<file path="src/rtl/sbr_regs.svh">
// Constants of the receive sample bridge: widths, field positions,
// reset values and timing counts. Definitions only.
`ifndef SBR_REGS_SVH
`define SBR_REGS_SVH

// Sample word and packet widths
`define SBR_WORD_W 16
`define SBR_PKT_W 32
`define SBR_PKT_CNT_W 6

// Clock rates in kHz and the fractional bit clock step
`define SBR_MCLK_KHZ 10000
`define SBR_BIT_KHZ 1200
`define SBR_ACC_W 15
`define SBR_ACC_STEP (2 * `SBR_BIT_KHZ)

// Program line framing
`define SBR_PROG_W 16
`define SBR_PROG_FRAME 18
`define SBR_PROG_CNT_W 5
`define SBR_CLKSEL_BIT 0
`define SBR_CLKSEL_2M4 1'h1
`define SBR_PROG_BIT_NS 1600
`define SBR_PROG_BIT_CYC ((`SBR_PROG_BIT_NS * `SBR_MCLK_KHZ) / 1000000)
`define SBR_PROG_TMR_W 5

// Idle and start bit levels of the lines
`define SBR_PROG_IDLE 1'h1
`define SBR_START_BIT 1'h0

`endif

</file>
<file path="src/rtl/sbr_pkg.sv">
// Types of the receive sample bridge: state encodings.
// Assumes sbr_regs.svh supplies the numeric constants.
`default_nettype none
package sbr_pkg;

  typedef enum logic [1:0] {SBR_RX_IDLE = 2'h1, SBR_RX_DATA = 2'h2} sbr_rx_type;
  typedef enum logic [1:0] {SBR_TX_IDLE = 2'h1, SBR_TX_SHIFT = 2'h2} sbr_tx_type;
  typedef enum logic [1:0] {SBR_PG_IDLE = 2'h1, SBR_PG_SHIFT = 2'h2} sbr_pg_type;

endpackage : sbr_pkg
`default_nettype wire

</file>
<file path="src/rtl/sbr_sync.sv">
// Two flip-flop synchroniser for a group of pin inputs.
// Assumes inputs are asynchronous to mclk; only stage two is read.
`timescale 1ns/100ps
`default_nettype none
module sbr_sync #(
  parameter int WIDTH = 1
) (
  // Clock and reset
  input wire logic mclk,
  input wire logic rst,
  // Pins and synchronised levels
  input wire logic [WIDTH-1:0] pin,
  output logic [WIDTH-1:0] level
);

  logic [WIDTH-1:0] stage1;
  logic [WIDTH-1:0] next_stage1;
  logic [WIDTH-1:0] next_level;

  // Next values of the two stages
  always_comb
  begin
    next_stage1 = pin;
    next_level = stage1;
  end

  // Stage registers
  always_ff @(posedge mclk)
  begin
    if (rst)
    begin
      stage1 <= '0;
      level <= '0;
    end
    else
    begin
      stage1 <= next_stage1;
      level <= next_level;
    end
  end

endmodule : sbr_sync
`default_nettype wire

</file>
<file path="src/rtl/sbr_bitclk.sv">
// Fractional divider making the DSP bit clock from mclk.
// Assumes mclk at the rate in sbr_regs.svh; half periods are 4 or 5 cycles.
`timescale 1ns/100ps
`default_nettype none
`include "sbr_regs.svh"
module sbr_bitclk (
  // Clock and reset
  input wire logic mclk,
  input wire logic rst,
  // Bit clock level and a pulse one cycle before its falling edge
  output logic bclk,
  output logic fall
);

  logic [`SBR_ACC_W-1:0] acc;
  logic [`SBR_ACC_W-1:0] next_acc;
  logic next_bclk;
  logic wrap;
  logic [`SBR_ACC_W-1:0] sum;

  // Phase accumulator toggles the clock twice per bit
  always_comb
  begin
    sum = acc + `SBR_ACC_W'(`SBR_ACC_STEP);
    wrap = (sum >= `SBR_ACC_W'(`SBR_MCLK_KHZ));
    next_acc = wrap ? sum - `SBR_ACC_W'(`SBR_MCLK_KHZ) : sum;
    next_bclk = wrap ? ~bclk : bclk;
    fall = wrap & bclk;
  end

  // Accumulator and clock registers
  always_ff @(posedge mclk)
  begin
    if (rst)
    begin
      acc <= '0;
      bclk <= 1'h0;
    end
    else
    begin
      acc <= next_acc;
      bclk <= next_bclk;
    end
  end

endmodule : sbr_bitclk
`default_nettype wire

</file>
<file path="src/rtl/sbr_bridge.sv">
// Receive sample bridge top: programs the back-end, deframes I/Q samples
// from the sampled back-end clock and data pair, and forwards them to the DSP.
// Assumes all link and host pins are asynchronous to mclk.
`timescale 1ns/100ps
`default_nettype none
`include "sbr_regs.svh"
module sbr_bridge
  import sbr_pkg::*;
(
  // Clock and reset
  input wire logic mclk,
  input wire logic rst,
  // Host general-purpose I/O
  input wire logic [`SBR_PROG_W-1:0] host_cfg_data,
  input wire logic host_cfg_strobe,
  output logic cfg_done,
  // Receiver back-end link
  input wire logic backend_clock,
  input wire logic sample_data,
  input wire logic sample_data_n,
  output logic backend_program_line,
  // DSP synchronous serial port
  output logic dsp_rx_data,
  output logic dsp_rx_bit_clock,
  output logic dsp_packet_interrupt
);

  logic [3:0] pins_s;
  logic [`SBR_PROG_W-1:0] cfg_s;
  logic bclk_s, dat_s, dat_n_s, stb_s;
  logic bclk_prev, stb_prev, next_bclk_prev, next_stb_prev;
  logic link_rise, stb_rise, bit_fall;

  // Pin synchronisers
  sbr_sync #(.WIDTH(4)) u_sync_ctl (
    .mclk(mclk),
    .rst(rst),
    .pin({backend_clock, sample_data, sample_data_n, host_cfg_strobe}),
    .level(pins_s)
  );
  sbr_sync #(.WIDTH(`SBR_PROG_W)) u_sync_cfg (
    .mclk(mclk),
    .rst(rst),
    .pin(host_cfg_data),
    .level(cfg_s)
  );
  assign {bclk_s, dat_s, dat_n_s, stb_s} = pins_s;

  // DSP bit clock generator
  sbr_bitclk u_bitclk (
    .mclk(mclk),
    .rst(rst),
    .bclk(dsp_rx_bit_clock),
    .fall(bit_fall)
  );

  // Edge detection on synchronised levels
  always_comb
  begin
    next_bclk_prev = bclk_s;
    next_stb_prev = stb_s;
    link_rise = bclk_s & ~bclk_prev;
    stb_rise = stb_s & ~stb_prev;
  end

  always_ff @(posedge mclk)
  begin
    if (rst)
    begin
      bclk_prev <= 1'h0;
      stb_prev <= 1'h0;
    end
    else
    begin
      bclk_prev <= next_bclk_prev;
      stb_prev <= next_stb_prev;
    end
  end

  // Program line sequencer: start bit, word MSB first, stop bit
  sbr_pg_type pg_state, next_pg_state;
  logic [`SBR_PROG_FRAME-1:0] pg_shift, next_pg_shift;
  logic [`SBR_PROG_CNT_W-1:0] pg_cnt, next_pg_cnt;
  logic [`SBR_PROG_TMR_W-1:0] pg_tmr, next_pg_tmr;
  logic next_prog_line, next_cfg_done;
  logic [`SBR_PROG_W-1:0] pg_word;

  always_comb
  begin
    pg_word = cfg_s;
    pg_word[`SBR_CLKSEL_BIT] = `SBR_CLKSEL_2M4;
    next_pg_state = pg_state;
    next_pg_shift = pg_shift;
    next_pg_cnt = pg_cnt;
    next_pg_tmr = pg_tmr;
    next_prog_line = backend_program_line;
    next_cfg_done = cfg_done;
    case (pg_state)
      SBR_PG_IDLE:
      begin
        next_prog_line = `SBR_PROG_IDLE;
        if (stb_rise)
        begin
          next_pg_state = SBR_PG_SHIFT;
          next_pg_shift = {`SBR_START_BIT, pg_word, `SBR_PROG_IDLE};
          next_pg_cnt = '0;
          next_pg_tmr = '0;
        end
      end
      SBR_PG_SHIFT:
      begin
        next_prog_line = pg_shift[`SBR_PROG_FRAME-1];
        if (pg_tmr == `SBR_PROG_TMR_W'(`SBR_PROG_BIT_CYC - 1))
        begin
          next_pg_tmr = '0;
          next_pg_shift = {pg_shift[`SBR_PROG_FRAME-2:0], `SBR_PROG_IDLE};
          next_pg_cnt = pg_cnt + `SBR_PROG_CNT_W'(1);
          if (pg_cnt == `SBR_PROG_CNT_W'(`SBR_PROG_FRAME - 1))
          begin
            next_pg_state = SBR_PG_IDLE;
            next_cfg_done = 1'h1;
          end
        end
        else
        begin
          next_pg_tmr = pg_tmr + `SBR_PROG_TMR_W'(1);
        end
      end
      default:
      begin
        next_pg_state = SBR_PG_IDLE;
      end
    endcase
  end

  always_ff @(posedge mclk)
  begin
    if (rst)
    begin
      pg_state <= SBR_PG_IDLE;
      pg_shift <= '1;
      pg_cnt <= '0;
      pg_tmr <= '0;
      backend_program_line <= `SBR_PROG_IDLE;
      cfg_done <= 1'h0;
    end
    else
    begin
      pg_state <= next_pg_state;
      pg_shift <= next_pg_shift;
      pg_cnt <= next_pg_cnt;
      pg_tmr <= next_pg_tmr;
      backend_program_line <= next_prog_line;
      cfg_done <= next_cfg_done;
    end
  end

  // Link deframer: start bit then I and Q words, sampled on link rising edges
  sbr_rx_type rx_state, next_rx_state;
  logic [`SBR_PKT_W-1:0] rx_shift, next_rx_shift;
  logic [`SBR_PKT_CNT_W-1:0] rx_cnt, next_rx_cnt;
  logic pkt_ready, next_pkt_ready, pair_ok;

  always_comb
  begin
    pair_ok = dat_s ^ dat_n_s;
    next_rx_state = rx_state;
    next_rx_shift = rx_shift;
    next_rx_cnt = rx_cnt;
    next_pkt_ready = 1'h0;
    case (rx_state)
      SBR_RX_IDLE:
      begin
        // Link rate is not trusted until the back-end is reprogrammed
        if (link_rise && cfg_done && pair_ok && dat_s == `SBR_START_BIT)
        begin
          next_rx_state = SBR_RX_DATA;
          next_rx_cnt = '0;
        end
      end
      SBR_RX_DATA:
      begin
        if (link_rise)
        begin
          if (!pair_ok)
          begin
            next_rx_state = SBR_RX_IDLE;
          end
          else
          begin
            next_rx_shift = {rx_shift[`SBR_PKT_W-2:0], dat_s};
            next_rx_cnt = rx_cnt + `SBR_PKT_CNT_W'(1);
            if (rx_cnt == `SBR_PKT_CNT_W'(`SBR_PKT_W - 1))
            begin
              next_rx_state = SBR_RX_IDLE;
              next_pkt_ready = 1'h1;
            end
          end
        end
      end
      default:
      begin
        next_rx_state = SBR_RX_IDLE;
      end
    endcase
  end

  always_ff @(posedge mclk)
  begin
    if (rst)
    begin
      rx_state <= SBR_RX_IDLE;
      rx_shift <= '0;
      rx_cnt <= '0;
      pkt_ready <= 1'h0;
    end
    else
    begin
      rx_state <= next_rx_state;
      rx_shift <= next_rx_shift;
      rx_cnt <= next_rx_cnt;
      pkt_ready <= next_pkt_ready;
    end
  end

  // DSP serial transmitter: I word then Q word, MSB first, changes on falling bit clock
  sbr_tx_type tx_state, next_tx_state;
  logic [`SBR_PKT_W-1:0] tx_hold, next_tx_hold, tx_shift, next_tx_shift;
  logic [`SBR_PKT_CNT_W-1:0] tx_cnt, next_tx_cnt;
  logic tx_pend, next_tx_pend, next_rx_data, next_pkt_int;

  always_comb
  begin
    next_tx_state = tx_state;
    next_tx_hold = pkt_ready ? rx_shift : tx_hold;
    next_tx_pend = tx_pend | pkt_ready;
    next_tx_shift = tx_shift;
    next_tx_cnt = tx_cnt;
    next_rx_data = dsp_rx_data;
    next_pkt_int = dsp_packet_interrupt;
    case (tx_state)
      SBR_TX_IDLE:
      begin
        if (bit_fall && tx_pend)
        begin
          next_tx_state = SBR_TX_SHIFT;
          next_tx_shift = {tx_hold[`SBR_PKT_W-2:0], 1'h0};
          next_rx_data = tx_hold[`SBR_PKT_W-1];
          next_pkt_int = 1'h1;
          next_tx_cnt = `SBR_PKT_CNT_W'(1);
          next_tx_pend = pkt_ready; // A packet landing now stays pending
        end
      end
      SBR_TX_SHIFT:
      begin
        if (bit_fall)
        begin
          next_pkt_int = 1'h0;
          if (tx_cnt == `SBR_PKT_CNT_W'(`SBR_PKT_W))
          begin
            next_tx_state = SBR_TX_IDLE;
            next_rx_data = 1'h0;
          end
          else
          begin
            next_rx_data = tx_shift[`SBR_PKT_W-1];
            next_tx_shift = {tx_shift[`SBR_PKT_W-2:0], 1'h0};
            next_tx_cnt = tx_cnt + `SBR_PKT_CNT_W'(1);
          end
        end
      end
      default:
      begin
        next_tx_state = SBR_TX_IDLE;
      end
    endcase
  end

  always_ff @(posedge mclk)
  begin
    if (rst)
    begin
      tx_state <= SBR_TX_IDLE;
      tx_hold <= '0;
      tx_pend <= 1'h0;
      tx_shift <= '0;
      tx_cnt <= '0;
      dsp_rx_data <= 1'h0;
      dsp_packet_interrupt <= 1'h0;
    end
    else
    begin
      tx_state <= next_tx_state;
      tx_hold <= next_tx_hold;
      tx_pend <= next_tx_pend;
      tx_shift <= next_tx_shift;
      tx_cnt <= next_tx_cnt;
      dsp_rx_data <= next_rx_data;
      dsp_packet_interrupt <= next_pkt_int;
    end
  end
endmodule : sbr_bridge
`default_nettype wire

</file>
<file path="config.mk">
export PLATFORM = sky130hd
export DESIGN_NAME = sbr_bridge
export DESIGN_NICKNAME = d
export VERILOG_FILES = /design/src/rtl/sbr_pkg.sv /design/src/rtl/sbr_sync.sv /design/src/rtl/sbr_bitclk.sv /design/src/rtl/sbr_bridge.sv
export VERILOG_INCLUDE_DIRS = /design/src /design/src/rtl
export SDC_FILE = /design/constraint.sdc
export NUM_CORES = 1
export LEC_CHECK = 0
export BUFFER_PORTS_ARGS = -buffer_cell sky130_fd_sc_hd__buf_2
export CORE_UTILIZATION = 60
export DETAILED_ROUTE_END_ITERATION = 8
export GPL_TIMING_DRIVEN = 0
export PLACE_DENSITY = 0.77
export SKIP_CTS_REPAIR_TIMING = 1
export SYNTH_ARGS = -nofsm -noshare
export SYNTH_HDL_FRONTEND = slang
export SYNTH_SLANG_ARGS = --single-unit
</file>
<file path="constraint.sdc">
create_clock -name mclk -period 2.9 [get_ports mclk]
set_input_delay 0.145 -clock mclk [delete_from_list [all_inputs] [get_ports mclk]]
set_output_delay 0.145 -clock mclk [all_outputs]
set_load 0.02 [all_outputs]
</file>
### Word level (Yosys, flattened, before mapping)

Cells that the tools add are included.

* register bits: 206
* input port bits: 22
* output and inout port bits: 5
* word-level logic and storage cells: 128

* add/subtract/negate cells: 6
* $lt $le $gt $ge: 1
* equality and inequality tests: 21
* multiplexer cells: 45
* bitwise logic cells: 12
* reductions and logical operators: 18

Operators with widths (count)
* $mux W32: 3
* $pmux W32 S2: 1
* $mux W18: 2
* $mux W6: 6
* $pmux W18 S2: 1
* $pmux W6 S2: 2
* $reduce_and A3 Y1: 7
* $mux W2: 10
* $ne A2 B2 Y1 const B: 10
* $pmux W5 S2: 2
* $add A15 B12 Y15 const B: 1
* $ge A15 B14 Y1 const B: 1
* $mux W15: 1
* $mux W5: 3
* $sub A15 B14 Y15 const B: 1
* $add A6 B1 Y6 const B: 2
* $pmux W2 S2: 3
* $add A5 B1 Y5 const B: 2
* $mux W1: 8
* $reduce_and A4 Y1: 2
* $not A1 Y1: 7
* $eq A2 B1 Y1 const B: 3
* $eq A2 B2 Y1 const B: 3
* $eq A6 B5 Y1 const B: 1
* 12 further kinds: 21

### Depth between registers and ports, before layout

Gate-level depths: netlist (run 1).

* depth after elaboration: 7
* depth in mapped cells: 10

### Modules after synthesis

A second synthesis (run 1) with hierarchy kept.

* cells, all modules: 912
* area total of the unflattened synthesis: 8127.8 sq um

By module, submodules not included
* sbr_bridge: times used 1, cells each 711, area each 6132.1 sq um, sequential area each 2942.8 sq um
* sbr_bitclk: times used 1, cells each 118, area each 922.1 sq um, sequential area each 240.2 sq um
* sbr_sync at u_sync_cfg: times used 1, cells each 67, area each 863.3 sq um, sequential area each 640.6 sq um
* sbr_sync at u_sync_ctl: times used 1, cells each 16, area each 210.2 sq um, sequential area each 160.2 sq um

### Least setup slack after synthesis (run 1)

Ideal clock, no wire load.

* kind: reg-to-reg
* start: reg u_bitclk.acc[5]
* end: reg tx_cnt[1]
* library setup time: 0.070 ns
* arrival: 2.461 ns
* setup slack: 0.369 ns
* stages on the path, launching flop included: 10
* buffers on the path: 1
* cell sequence: dfxtp_1 > inv_1 > ha_1 > or3b_1 > a211o_1 > a221oi_2 > nor4_1 > buf_6 > or4_1 > a21oi_1

* cells in the longest elaborated chain, start to end: 6
* elaborated cells on any way between the ends: 7
* those cells by class: 1 x add/sub; 1 x order compare; 2 x eq/ne; 1 x bitwise; 2 x reduce/logical

Ends and longest elaborated chain
* from (decl): line sbr_bitclk.sv:15 `` logic [`SBR_ACC_W-1:0] acc; ``
* from (signal assigned): line sbr_bitclk.sv:41 `acc <= next_acc;`
* $add A15 B12 Y15 (*): line sbr_bitclk.sv:24 `` sum = acc + `SBR_ACC_W'(`SBR_ACC_STEP); ``
* $ge A15 B14 Y1 (*): line sbr_bitclk.sv:25 `` wrap = (sum >= `SBR_ACC_W'(`SBR_MCLK_KHZ)); ``
* $and A1 B1 Y1 (*): line sbr_bitclk.sv:28 `fall = wrap & bclk;`
* $logic_and A1 B1 Y1: line sbr_bridge.sv:244 `if (bit_fall && tx_pend)`
* $ne A2 B2 Y1 (no source line)
* $reduce_and A4 Y1 (no source line) (*)
* to (signal assigned): line sbr_bridge.sv:297 `tx_cnt <= next_tx_cnt;`
* to (decl): line sbr_bridge.sv:229 `` logic [`SBR_PKT_CNT_W-1:0] tx_cnt, next_tx_cnt; ``

Every way passes the cells marked *; elsewhere a longest branch is shown, timed or not.
A chain may end at the register's enable or synchronous reset.

### Worst setup path in the final report (run 1)

* start: reg u_bitclk.acc[5]
* end: reg tx_shift[30]

* cells in the longest elaborated chain, start to end: 6
* elaborated cells on any way between the ends: 7
* those cells by class: 1 x add/sub; 1 x order compare; 2 x eq/ne; 1 x bitwise; 2 x reduce/logical

Ends and longest elaborated chain
* $add A15 B12 Y15 (*): line sbr_bitclk.sv:24
* $ge A15 B14 Y1 (*): line sbr_bitclk.sv:25
* $and A1 B1 Y1 (*): line sbr_bitclk.sv:28
* $logic_and A1 B1 Y1: line sbr_bridge.sv:244
* $ne A2 B2 Y1 (no source line)
* $reduce_and A4 Y1 (no source line) (*)
* to (signal assigned): line sbr_bridge.sv:296 `tx_shift <= next_tx_shift;`
* to (decl): line sbr_bridge.sv:228 `` logic [`SBR_PKT_W-1:0] tx_hold, next_tx_hold, tx_shift, next_tx_shift; ``

Marked as above.

==> results.toml, run 1 <==
[global_routing]
grt_max_degree = 20
grtUsageTotal_pct = 27.3
grt_pass1_wl_um = 30600
first_global_vias = 6310
overflow = 0
antenna_found_initial = 0

[outcome]
status = "complete, no violations"

[floorplan]
die-area_um2 = 13800
core_area_um2 = 12800
pin_count = 27
initial_core_util_pct = 62.5
die_x_um = 118
die_y_um = 118
rows = 41

[routing]
drt-initial-drc-count = 537
vias = 6622
vias_per_cell = 5.95
wire_per_inst_um = 16.7
postRouteAntennaNets = 0
drt_wl_total_um = 18600
drtPass1Iterations = 5
drc_errors = 0

[sta]
period_share_pct = 95.3
worst_pin_slew_ns = 1.05
whs_ns = 0.247
slew_headroom_pct = 29.6
rsz0062_at_grt = "false"
slew_violations = 0
finalSetupTns_ns = 0
fin_crit_ns = 2.76
skew_ns = 0.00757
hold_violations = 0
setup_viol = 0
clock.fmax_ghz = 0.362

[synth]
synth_top_family_by_area = "simple AND/OR/NAND/NOR gates"
synthesis.nets = 900
ys_warn_count = 0
synth_mux_area_share_pct = 8.24
synth_xor_area_share_pct = 1.64
synthArstFlopShare_pct = 0
yosys.area_share.simple_pct = 17.7
synth_edf_count = 0
synth_ff_type = "dfxtp_1"
synth_fa_ha_area_share_pct = 2.03
synth_compound_area_share_pct = 17.1
seq_area_frac_synth_pct = 49.2
syn_avg_cell_area_um2 = 9.27
ys_types = 59
synth_seq_cells = 197
synth.cell_area_um2 = 8020
postSynthCellCount = 865

[worst_setup_path]
start_kind = "flip-flop"
arrival_ns = 3.05
crit_required_ns = 3.19
r2r_slack_ns = 0.14
path_max_fanout = 10
critPathCaptureType = "flip-flop"
critPathKind = "flip-flop to flip-flop"

[power]
power.density_nw_per_um2 = 788
p_leak_uw = 0.00307
ir_drop_mv = 0.624

[clock_tree]
root_buffer = "clkbuf_16"
clock_path_buffers = 2
clk_pin_slew_worst_paths_ns = 0.07
clk_latency_ns = 0.44
htree_levels = 4
cts_tree = "done"
cts_buffers = 17
cts_sinks = 197

[cells_and_area]
stdcell_count = 1113
area_growth_pct = 14.3
layout_commonest_cell = "dfxtp_1"
fin_nets = 963
final_cell_mix = "dfxtp_1, nand2_1, mux2i_1, nor2_1, a21oi_1"
nFillCells = 993
antenna_cells = 0
layout-drive-gt1-share_pct = 9.46
fin_area_um2 = 9160

[hold_path]
hp-class = "input port to flip-flop"

[placement]
placedCellCount = 1062
portBuffers = 25
dp.final_hpwl_um = 12500
gp_congestion = 0.875
postPlaceCellArea_um2 = 8360

[job]
drv_cap = 0
-- state kept, by name, indices dropped and copies added (netlist names), 6 cells and up --
name,flops
rx_cnt,6
tx_cnt,6
tx_hold,32
pg_shift,16
rx_shift,32
u_bitclk.acc,11
u_sync_cfg.level,15
tx_shift,31
u_sync_cfg.next_level,15
-- final cells by class --
cell class	instances	area, um^2	area share (%)
buffer	65	279	3.04
sequential	197	3950	43.1
multi-input combinational	588	3790	41.3
tap	172	215	2.35
timing repair buffer	44	315	3.44
inverter	15	56.3	0.614
clock inverter	15	139	1.52
clock buffer	17	425	4.64
-- cell usage after synthesis (all sizes together) (6+ instances only) --
cell type	count	area share, %
nand3	26	1.6
nor3	11	0.69
nand4	10	0.78
or4	6	0.56
mux2i	66	8.2
a311oi	33	3.6
clkbuf	51	2.4
nor2	60	2.8
xor2	11	1.2
nor2b	48	3.7
o31ai	9	0.84
buf	14	0.94
ha	13	2.0
a31o	6	0.66
dfxtp	197	49
a21oi	53	3.3
a211oi	9	0.91
a31oi	34	2.7
a221oi	16	1.8
nand2	109	5.1
inv	15	0.70
o21ai	11	0.69
-- routing by layer --
layer | GRT usage, % | part of all wire [%] | vias to the layer above
li1 | - | - | 3240
met1 | 35.0 | 45 | 3174
met2 | 45.5 | 48 | 183
met3 | 4.99 | 4.8 | 25
met4 | 10.7 | 1.8 | 0
met5 | 0 | 0 | -
-- cells by family (layout without fill, tap and decap cells) --
family          after synthesis  after routing
compound gates              196            196
buf+inv                      80            156
fa+ha+maj                    13             13
mux                          66             66
simple gates                298            298
xor+xnor                     15             15
flops                       197            197
-- metrics by stage --
stage               utilization (%)  power, uW  worst slack [ns]
floorplan                         -       4410             0.369
global placement               65.2       4810            -0.109
detailed placement             65.2       4900            -0.268
CTS                            69.6       7110            -0.325
global route                   71.5       7590            0.0126
finish                         71.5       7220             0.138
-- path summary, 6_finish.rpt --
kind | startpoint | end | depth (start not counted)
worst max-delay path | u_bitclk.acc[5] | tx_shift[30] | 9
worst min register to register | u_sync_ctl.next_level[0] | u_sync_ctl.level[0] | 1
worst min-delay path | rst | u_sync_cfg.level[4] | 3
worst max register to register | u_bitclk.acc[5] | tx_shift[30] | 9
-- report_power, final --
group | leakage [uW] | switching, uW | internal [uW] | total, uW
Clock | 0.000264 | 1110 | 1130 | 2240
Combinational | 0.00121 | 1260 | 652 | 1920
Sequential | 0.00160 | 164 | 2900 | 3060
-- critical path: stages, from the launching register on --
cell,delay [ns]
dfxtp_2,0.38
inv_1,0.14
ha_4,0.18
and2b_4,0.21
o2111a_1,0.24
o211ai_1,0.46
o21ai_4,0.19
nor2_2,0.34
buf_2,0.31
a311oi_1,0.14
Note: power is estimated with default switching activity, not from simulation.
==> inputs of run 2 (changes only) <==
--- a/config.mk
+++ b/config.mk
@@ -10,7 +10,7 @@
 export CORE_UTILIZATION = 60
 export DETAILED_ROUTE_END_ITERATION = 8
 export GPL_TIMING_DRIVEN = 0
-export PLACE_DENSITY = 0.77
+export PLACE_DENSITY = 0.89
 export SKIP_CTS_REPAIR_TIMING = 1
 export SYNTH_ARGS = -nofsm -noshare
 export SYNTH_HDL_FRONTEND = slang
==> run 2 against run 1 <==
  * Sequential share of layout area about the same
  * First-iteration DRC count increased by 39%
  * Count of clock-buffer cells in the layout increased by 2
  * Critical path depth increased by 1
==> results.toml, run 2 (same netlist as run 1, synthesis figures left out) <==
[power]
power.density_nw_per_um2 = 789
switching_power_uw = 2490
p_seq_share_pct = 42.3
switching_share_pct = 34.5
p_comb_share_pct = 26.9
clockPowerShare_pct = 30.8
p_leak_uw = 0.00311
intPower_uw = 4740
ir_drop_mv = 0.454

[floorplan]
die_x_um = 118
pin_count = 27
rows = 41
initial_core_util_pct = 62.5
die-area_um2 = 13800
core_area_um2 = 12800
die_y_um = 118

[worst_setup_path]
critPathBufInv = 3
path_cells = "inv_1 -> ha_2 -> or3b_1 -> a211o_1 -> a221oi_4 -> or4_1 -> clkbuf_4 -> buf_4 -> a31oi_1 -> a311oi_1"
arrival_ns = 3.12
start_kind = "flip-flop"
critPathKind = "flip-flop to flip-flop"
crit_family = "compound AO/OA/AOI/OAI gates"
path_max_fanout = 10
cp_slowest_cell = "dfxtp_1"
slowest_delay_ns = 0.37
critPathCaptureType = "flip-flop"
crit_required_ns = 3.24

[job]
drv_cap = 0

[routing]
vias = 6794
wire_per_inst_um = 16.6
drt_wl_total_um = 18500
vias_per_cell = 6.10
drtPass1Iterations = 6
drc_errors = 0
drt-initial-drc-count = 744
postRouteAntennaNets = 0

[cells_and_area]
layout-drive-gt1-share_pct = 9.46
antenna_cells = 0
fin_nets = 963
fin_util_pct = 71.5
area_growth_pct = 14.4
nFillCells = 942
reg_top3 = "rx_shift (32), tx_hold (32), tx_shift (31)"
layout_commonest_cell = "dfxtp_1"
final_cell_mix = "dfxtp_1, nand2_1, mux2i_1, nor2_1"

[placement]
portBuffers = 25
gp_congestion = 0.894
dp.final_hpwl_um = 11800

[hold_path]
hp-class = "input port to flip-flop"

[sta]
slew_violations = 0
period_share_pct = 95.7
skew_ns = 0.00960
rsz0062_at_grt = "true"
hold_violations = 0
finalSetupTns_ns = 0
setup_viol = 0
slew_headroom_pct = 25.4
worst_pin_slew_ns = 1.12
fin_crit_ns = 2.78
clock.fmax_ghz = 0.360
whs_ns = 0.258

[clock_tree]
htree_levels = 4
root_buffer = "clkbuf_16"
clk_latency_ns = 0.44
clock_path_buffers = 2
cts_sinks = 197
cts_tree = "done"
cts_buffers = 17
clk_pin_slew_worst_paths_ns = 0.07

[global_routing]
grt_pass1_wl_um = 29900
grt_max_degree = 18
first_global_vias = 6209
antenna_found_initial = 0
grtUsageTotal_pct = 26.4
overflow = 0

[outcome]
status = "complete, no violations"
## run 2: cell count changes in the layout (fill, tap and decap cells not counted), sizes merged
cell    delta
bufinv     +1
clkinv     +1
inv        -4
buf        +1
clkbuf     +1
## run 2: worst paths after layout
kind                                                 from              endpoint  slack (ns)  depth (start not counted)
worst max-delay path                      u_bitclk.acc[6]           tx_shift[6]        0.12                         10
worst min-delay path                                  rst             tx_cnt[3]        0.26                          4
worst max register to register            u_bitclk.acc[6]           tx_shift[6]        0.12                         10
worst min register to register  u_sync_cfg.next_level[12]  u_sync_cfg.level[12]        0.44                          1
## run 2: per-layer routing
metal,part of all wire [%],track usage (%)
met1,42,34.6
met2,49,43.6
met3,5.9,4.46
met4,2.4,10.0
met5,0,0
## run 2: worst min-delay path: stages
cell and delay, ns:
buf_2 0.13, inv_1 0.12, o311a_1 0.18, a31o_2 0.09
## run 2: area by class of cell
cell class / count / area, um^2 / share of cell area [%]
Buffer: 65 / 279 / 3.04
Clock buffer: 19 / 433 / 4.72
Clock inverter: 13 / 125 / 1.36
Inverter: 15 / 56.3 / 0.614
Multi-Input combinational cell: 588 / 3800 / 41.4
Sequential cell: 197 / 3950 / 43.0
Tap cell: 172 / 215 / 2.35
Timing Repair Buffer: 44 / 315 / 3.44
## run 2: through the flow
| stage | worst slack (ns) | cell area (um^2) | std cells | power, uW |
|---|---|---|---|---|
| 2_1_floorplan | 0.369 | 8020 | 865 | 4410 |
| 3_3_place_gp | -0.133 | 8360 | 1062 | 4820 |
| 3_5_place_dp | -0.204 | 8360 | 1062 | 4880 |
| 4_1_cts | -0.214 | 8910 | 1094 | 7080 |
| 5_1_grt | -0.0626 | 9170 | 1113 | 7570 |
| 6_report | 0.125 | 9170 | 1113 | 7230 |
## run 2: power groups by stage
stage | registers, uW | clock network, uW | logic, uW
2_1_floorplan | 3070 | 0 | 1340
3_3_place_gp | 3100 | 0 | 1720
3_5_place_dp | 3100 | 0 | 1770
4_1_cts | 3040 | 2250 | 1790
5_1_grt | 3080 | 2350 | 2130
6_report | 3060 | 2230 | 1950
==> inputs of run 3 (changes only) <==
--- a/config.mk
+++ b/config.mk
@@ -6,7 +6,7 @@
 export SDC_FILE = /design/constraint.sdc
 export NUM_CORES = 1
 export LEC_CHECK = 0
-export BUFFER_PORTS_ARGS = -buffer_cell sky130_fd_sc_hd__buf_2
+export BUFFER_PORTS_ARGS = -buffer_cell sky130_fd_sc_hd__clkbuf_2
 export CORE_UTILIZATION = 60
 export DETAILED_ROUTE_END_ITERATION = 8
 export GPL_TIMING_DRIVEN = 0
==> run 3 against run 2 <==
  * Setup slack got worse by 0.042 ns
  * Sequential share of layout area is 0.20 points lower
  * Worst hold slack worse by 0.0053 ns
  * Power grew 2.6%
  * Combinational power about the same
  * Core utilization is 0.33 points higher
  * Via count down 0.15%
  * First-iteration DRC count down 15%
  * Routed wire length grew 2.5%
  * Die area stayed put
  * Critical path type unchanged
  * Largest cell class unchanged
  * Largest power group unchanged
  * Highest routed layer unchanged
==> results.toml, run 3 (same netlist as run 1, synthesis figures left out) <==
[floorplan]
initial_core_util_pct = 62.5
die-area_um2 = 13800
core_area_um2 = 12800
rows = 41
die_y_um = 118
pin_count = 27
die_x_um = 118

[sta]
period_share_pct = 97.1
hold_violations = 0
slew_headroom_pct = 13.6
skew_ns = 0.00861
setup_viol = 0
worst_pin_slew_ns = 1.29
fin_ws_ns = 0.0830
finalSetupTns_ns = 0
clock.fmax_ghz = 0.355
fin_crit_ns = 2.82
slew_violations = 0

[clock_tree]
cts_tree = "done"
clock_path_buffers = 2
clk_pin_slew_worst_paths_ns = 0.07
cts_sinks = 197
cts_buffers = 17
root_buffer = "clkbuf_16"
clk_latency_ns = 0.44
htree_levels = 4

[power]
intPower_uw = 4800
clockPowerShare_pct = 32.1
ir_drop_mv = 0.417
p_leak_uw = 0.00313
switching_power_uw = 2620
power_uw = 7430
switching_share_pct = 35.3
p_seq_share_pct = 41.3
p_comb_share_pct = 26.6
power.density_nw_per_um2 = 806

[cells_and_area]
fin_util_pct = 71.8
layout-drive-gt1-share_pct = 9.46
reg_top3 = "rx_shift (32), tx_hold (32), tx_shift (31)"
nFillCells = 909
area_growth_pct = 14.9
layout_commonest_cell = "dfxtp_1"
fin_nets = 963
final_cell_mix = "dfxtp_1, nand2_1, mux2i_1, nor2_1, a21oi_1"
stdcell_count = 1113
antenna_cells = 0

[worst_setup_path]
cp_slowest_cell = "nor3b_1"
critPathKind = "flip-flop to flip-flop"
crit_path_start = "pg_tmr[0]"
r2r_start = "pg_tmr[0]"
arrival_ns = 3.21
critPathBufInv = 1
start_kind = "flip-flop"
slowest_delay_ns = 1.05
r2r_slack_ns = 0.08
crit_required_ns = 3.29
path_cells = "ha_1 -> nand4b_1 -> nand2_1 -> nor3b_1 -> clkbuf_1 -> nand3_1 -> nand2_1"
cpMostUsedCell = "nand2_1"
critPathCaptureType = "flip-flop"
crit_family = "simple AND/OR/NAND/NOR gates"
path_max_fanout = 10

[hold_path]
hp-class = "input port to flip-flop"
min_from = "rst"

[routing]
drc_errors = 0
drt-initial-drc-count = 633
drtPass1Iterations = 5
postRouteAntennaNets = 0
wire_per_inst_um = 17.0
vias_per_cell = 6.10
drt_wl_total_um = 18900
vias = 6784

[job]
drv_cap = 0

[global_routing]
grt_max_degree = 20
grtUsageTotal_pct = 27.0
antenna_found_initial = 0
overflow = 0
first_global_vias = 6226
grt_pass1_wl_um = 30200

[placement]
portBuffers = 25
gp_congestion = 0.888
placedCellCount = 1062
dp_slack_ns = -0.254
dp.final_hpwl_um = 11700

[outcome]
status = "complete, no violations"
run 3: routing by layer:
| layer | wire length [um] | up-vias | track usage [%] |
|---|---|---|---|
| li1 | - | 3234 | - |
| met3 | 1030 | 33 | 5.43 |
| met1 | 8210 | 3285 | 34.8 |
| met4 | 383 | 0 | 13.1 |
| met5 | 0 | - | 0 |
| met2 | 9320 | 232 | 43.2 |
run 3: path summary, 6_finish.rpt:
kind,endpoint,depth (start not counted)
max reg2reg,pg_shift[7],7
max,pg_shift[7],7
min,tx_cnt[3],4
min reg2reg,u_sync_cfg.level[8],1
run 3: worst register-to-register path, stage by stage (launching register included):
cell,delay (ns)
dfxtp_1,0.38
ha_1,0.24
nand4b_1,0.16
nand2_1,0.17
nor3b_1,1.05
clkbuf_1,0.48
nand3_1,0.19
nand2_1,0.09
run 3: power groups by stage:
stage	Combinational, uW	Sequential [uW]	Clock, uW
6_report	1980	3070	2380
5_1_grt	2140	3090	2510
4_1_cts	1810	3050	2390
3_5_place_dp	1770	3110	0
3_3_place_gp	1720	3100	0
2_1_floorplan	1340	3070	0
run 3: cell type report:
type                       instances  area [um^2]  share of cell area [%]
clock buffer                      19          443                    4.81
sequential                       197         3950                    42.8
inverter                          15         56.3                   0.611
buffer                            65          283                    3.07
clock inverter                    13          159                    1.73
multi-input combinational        588         3790                    41.2
timing repair buffer              44          315                    3.42
tap                              172          215                    2.34
run 3: stage by stage:
stage / cell area (um^2) / hold slack, ns
global route: 9210 / 0.303
CTS: 8960 / -0.104
detailed placement: 8360 / 0.361
global placement: 8360 / 0.353
floorplan: 8020 / 0.273
finish: 9210 / 0.253
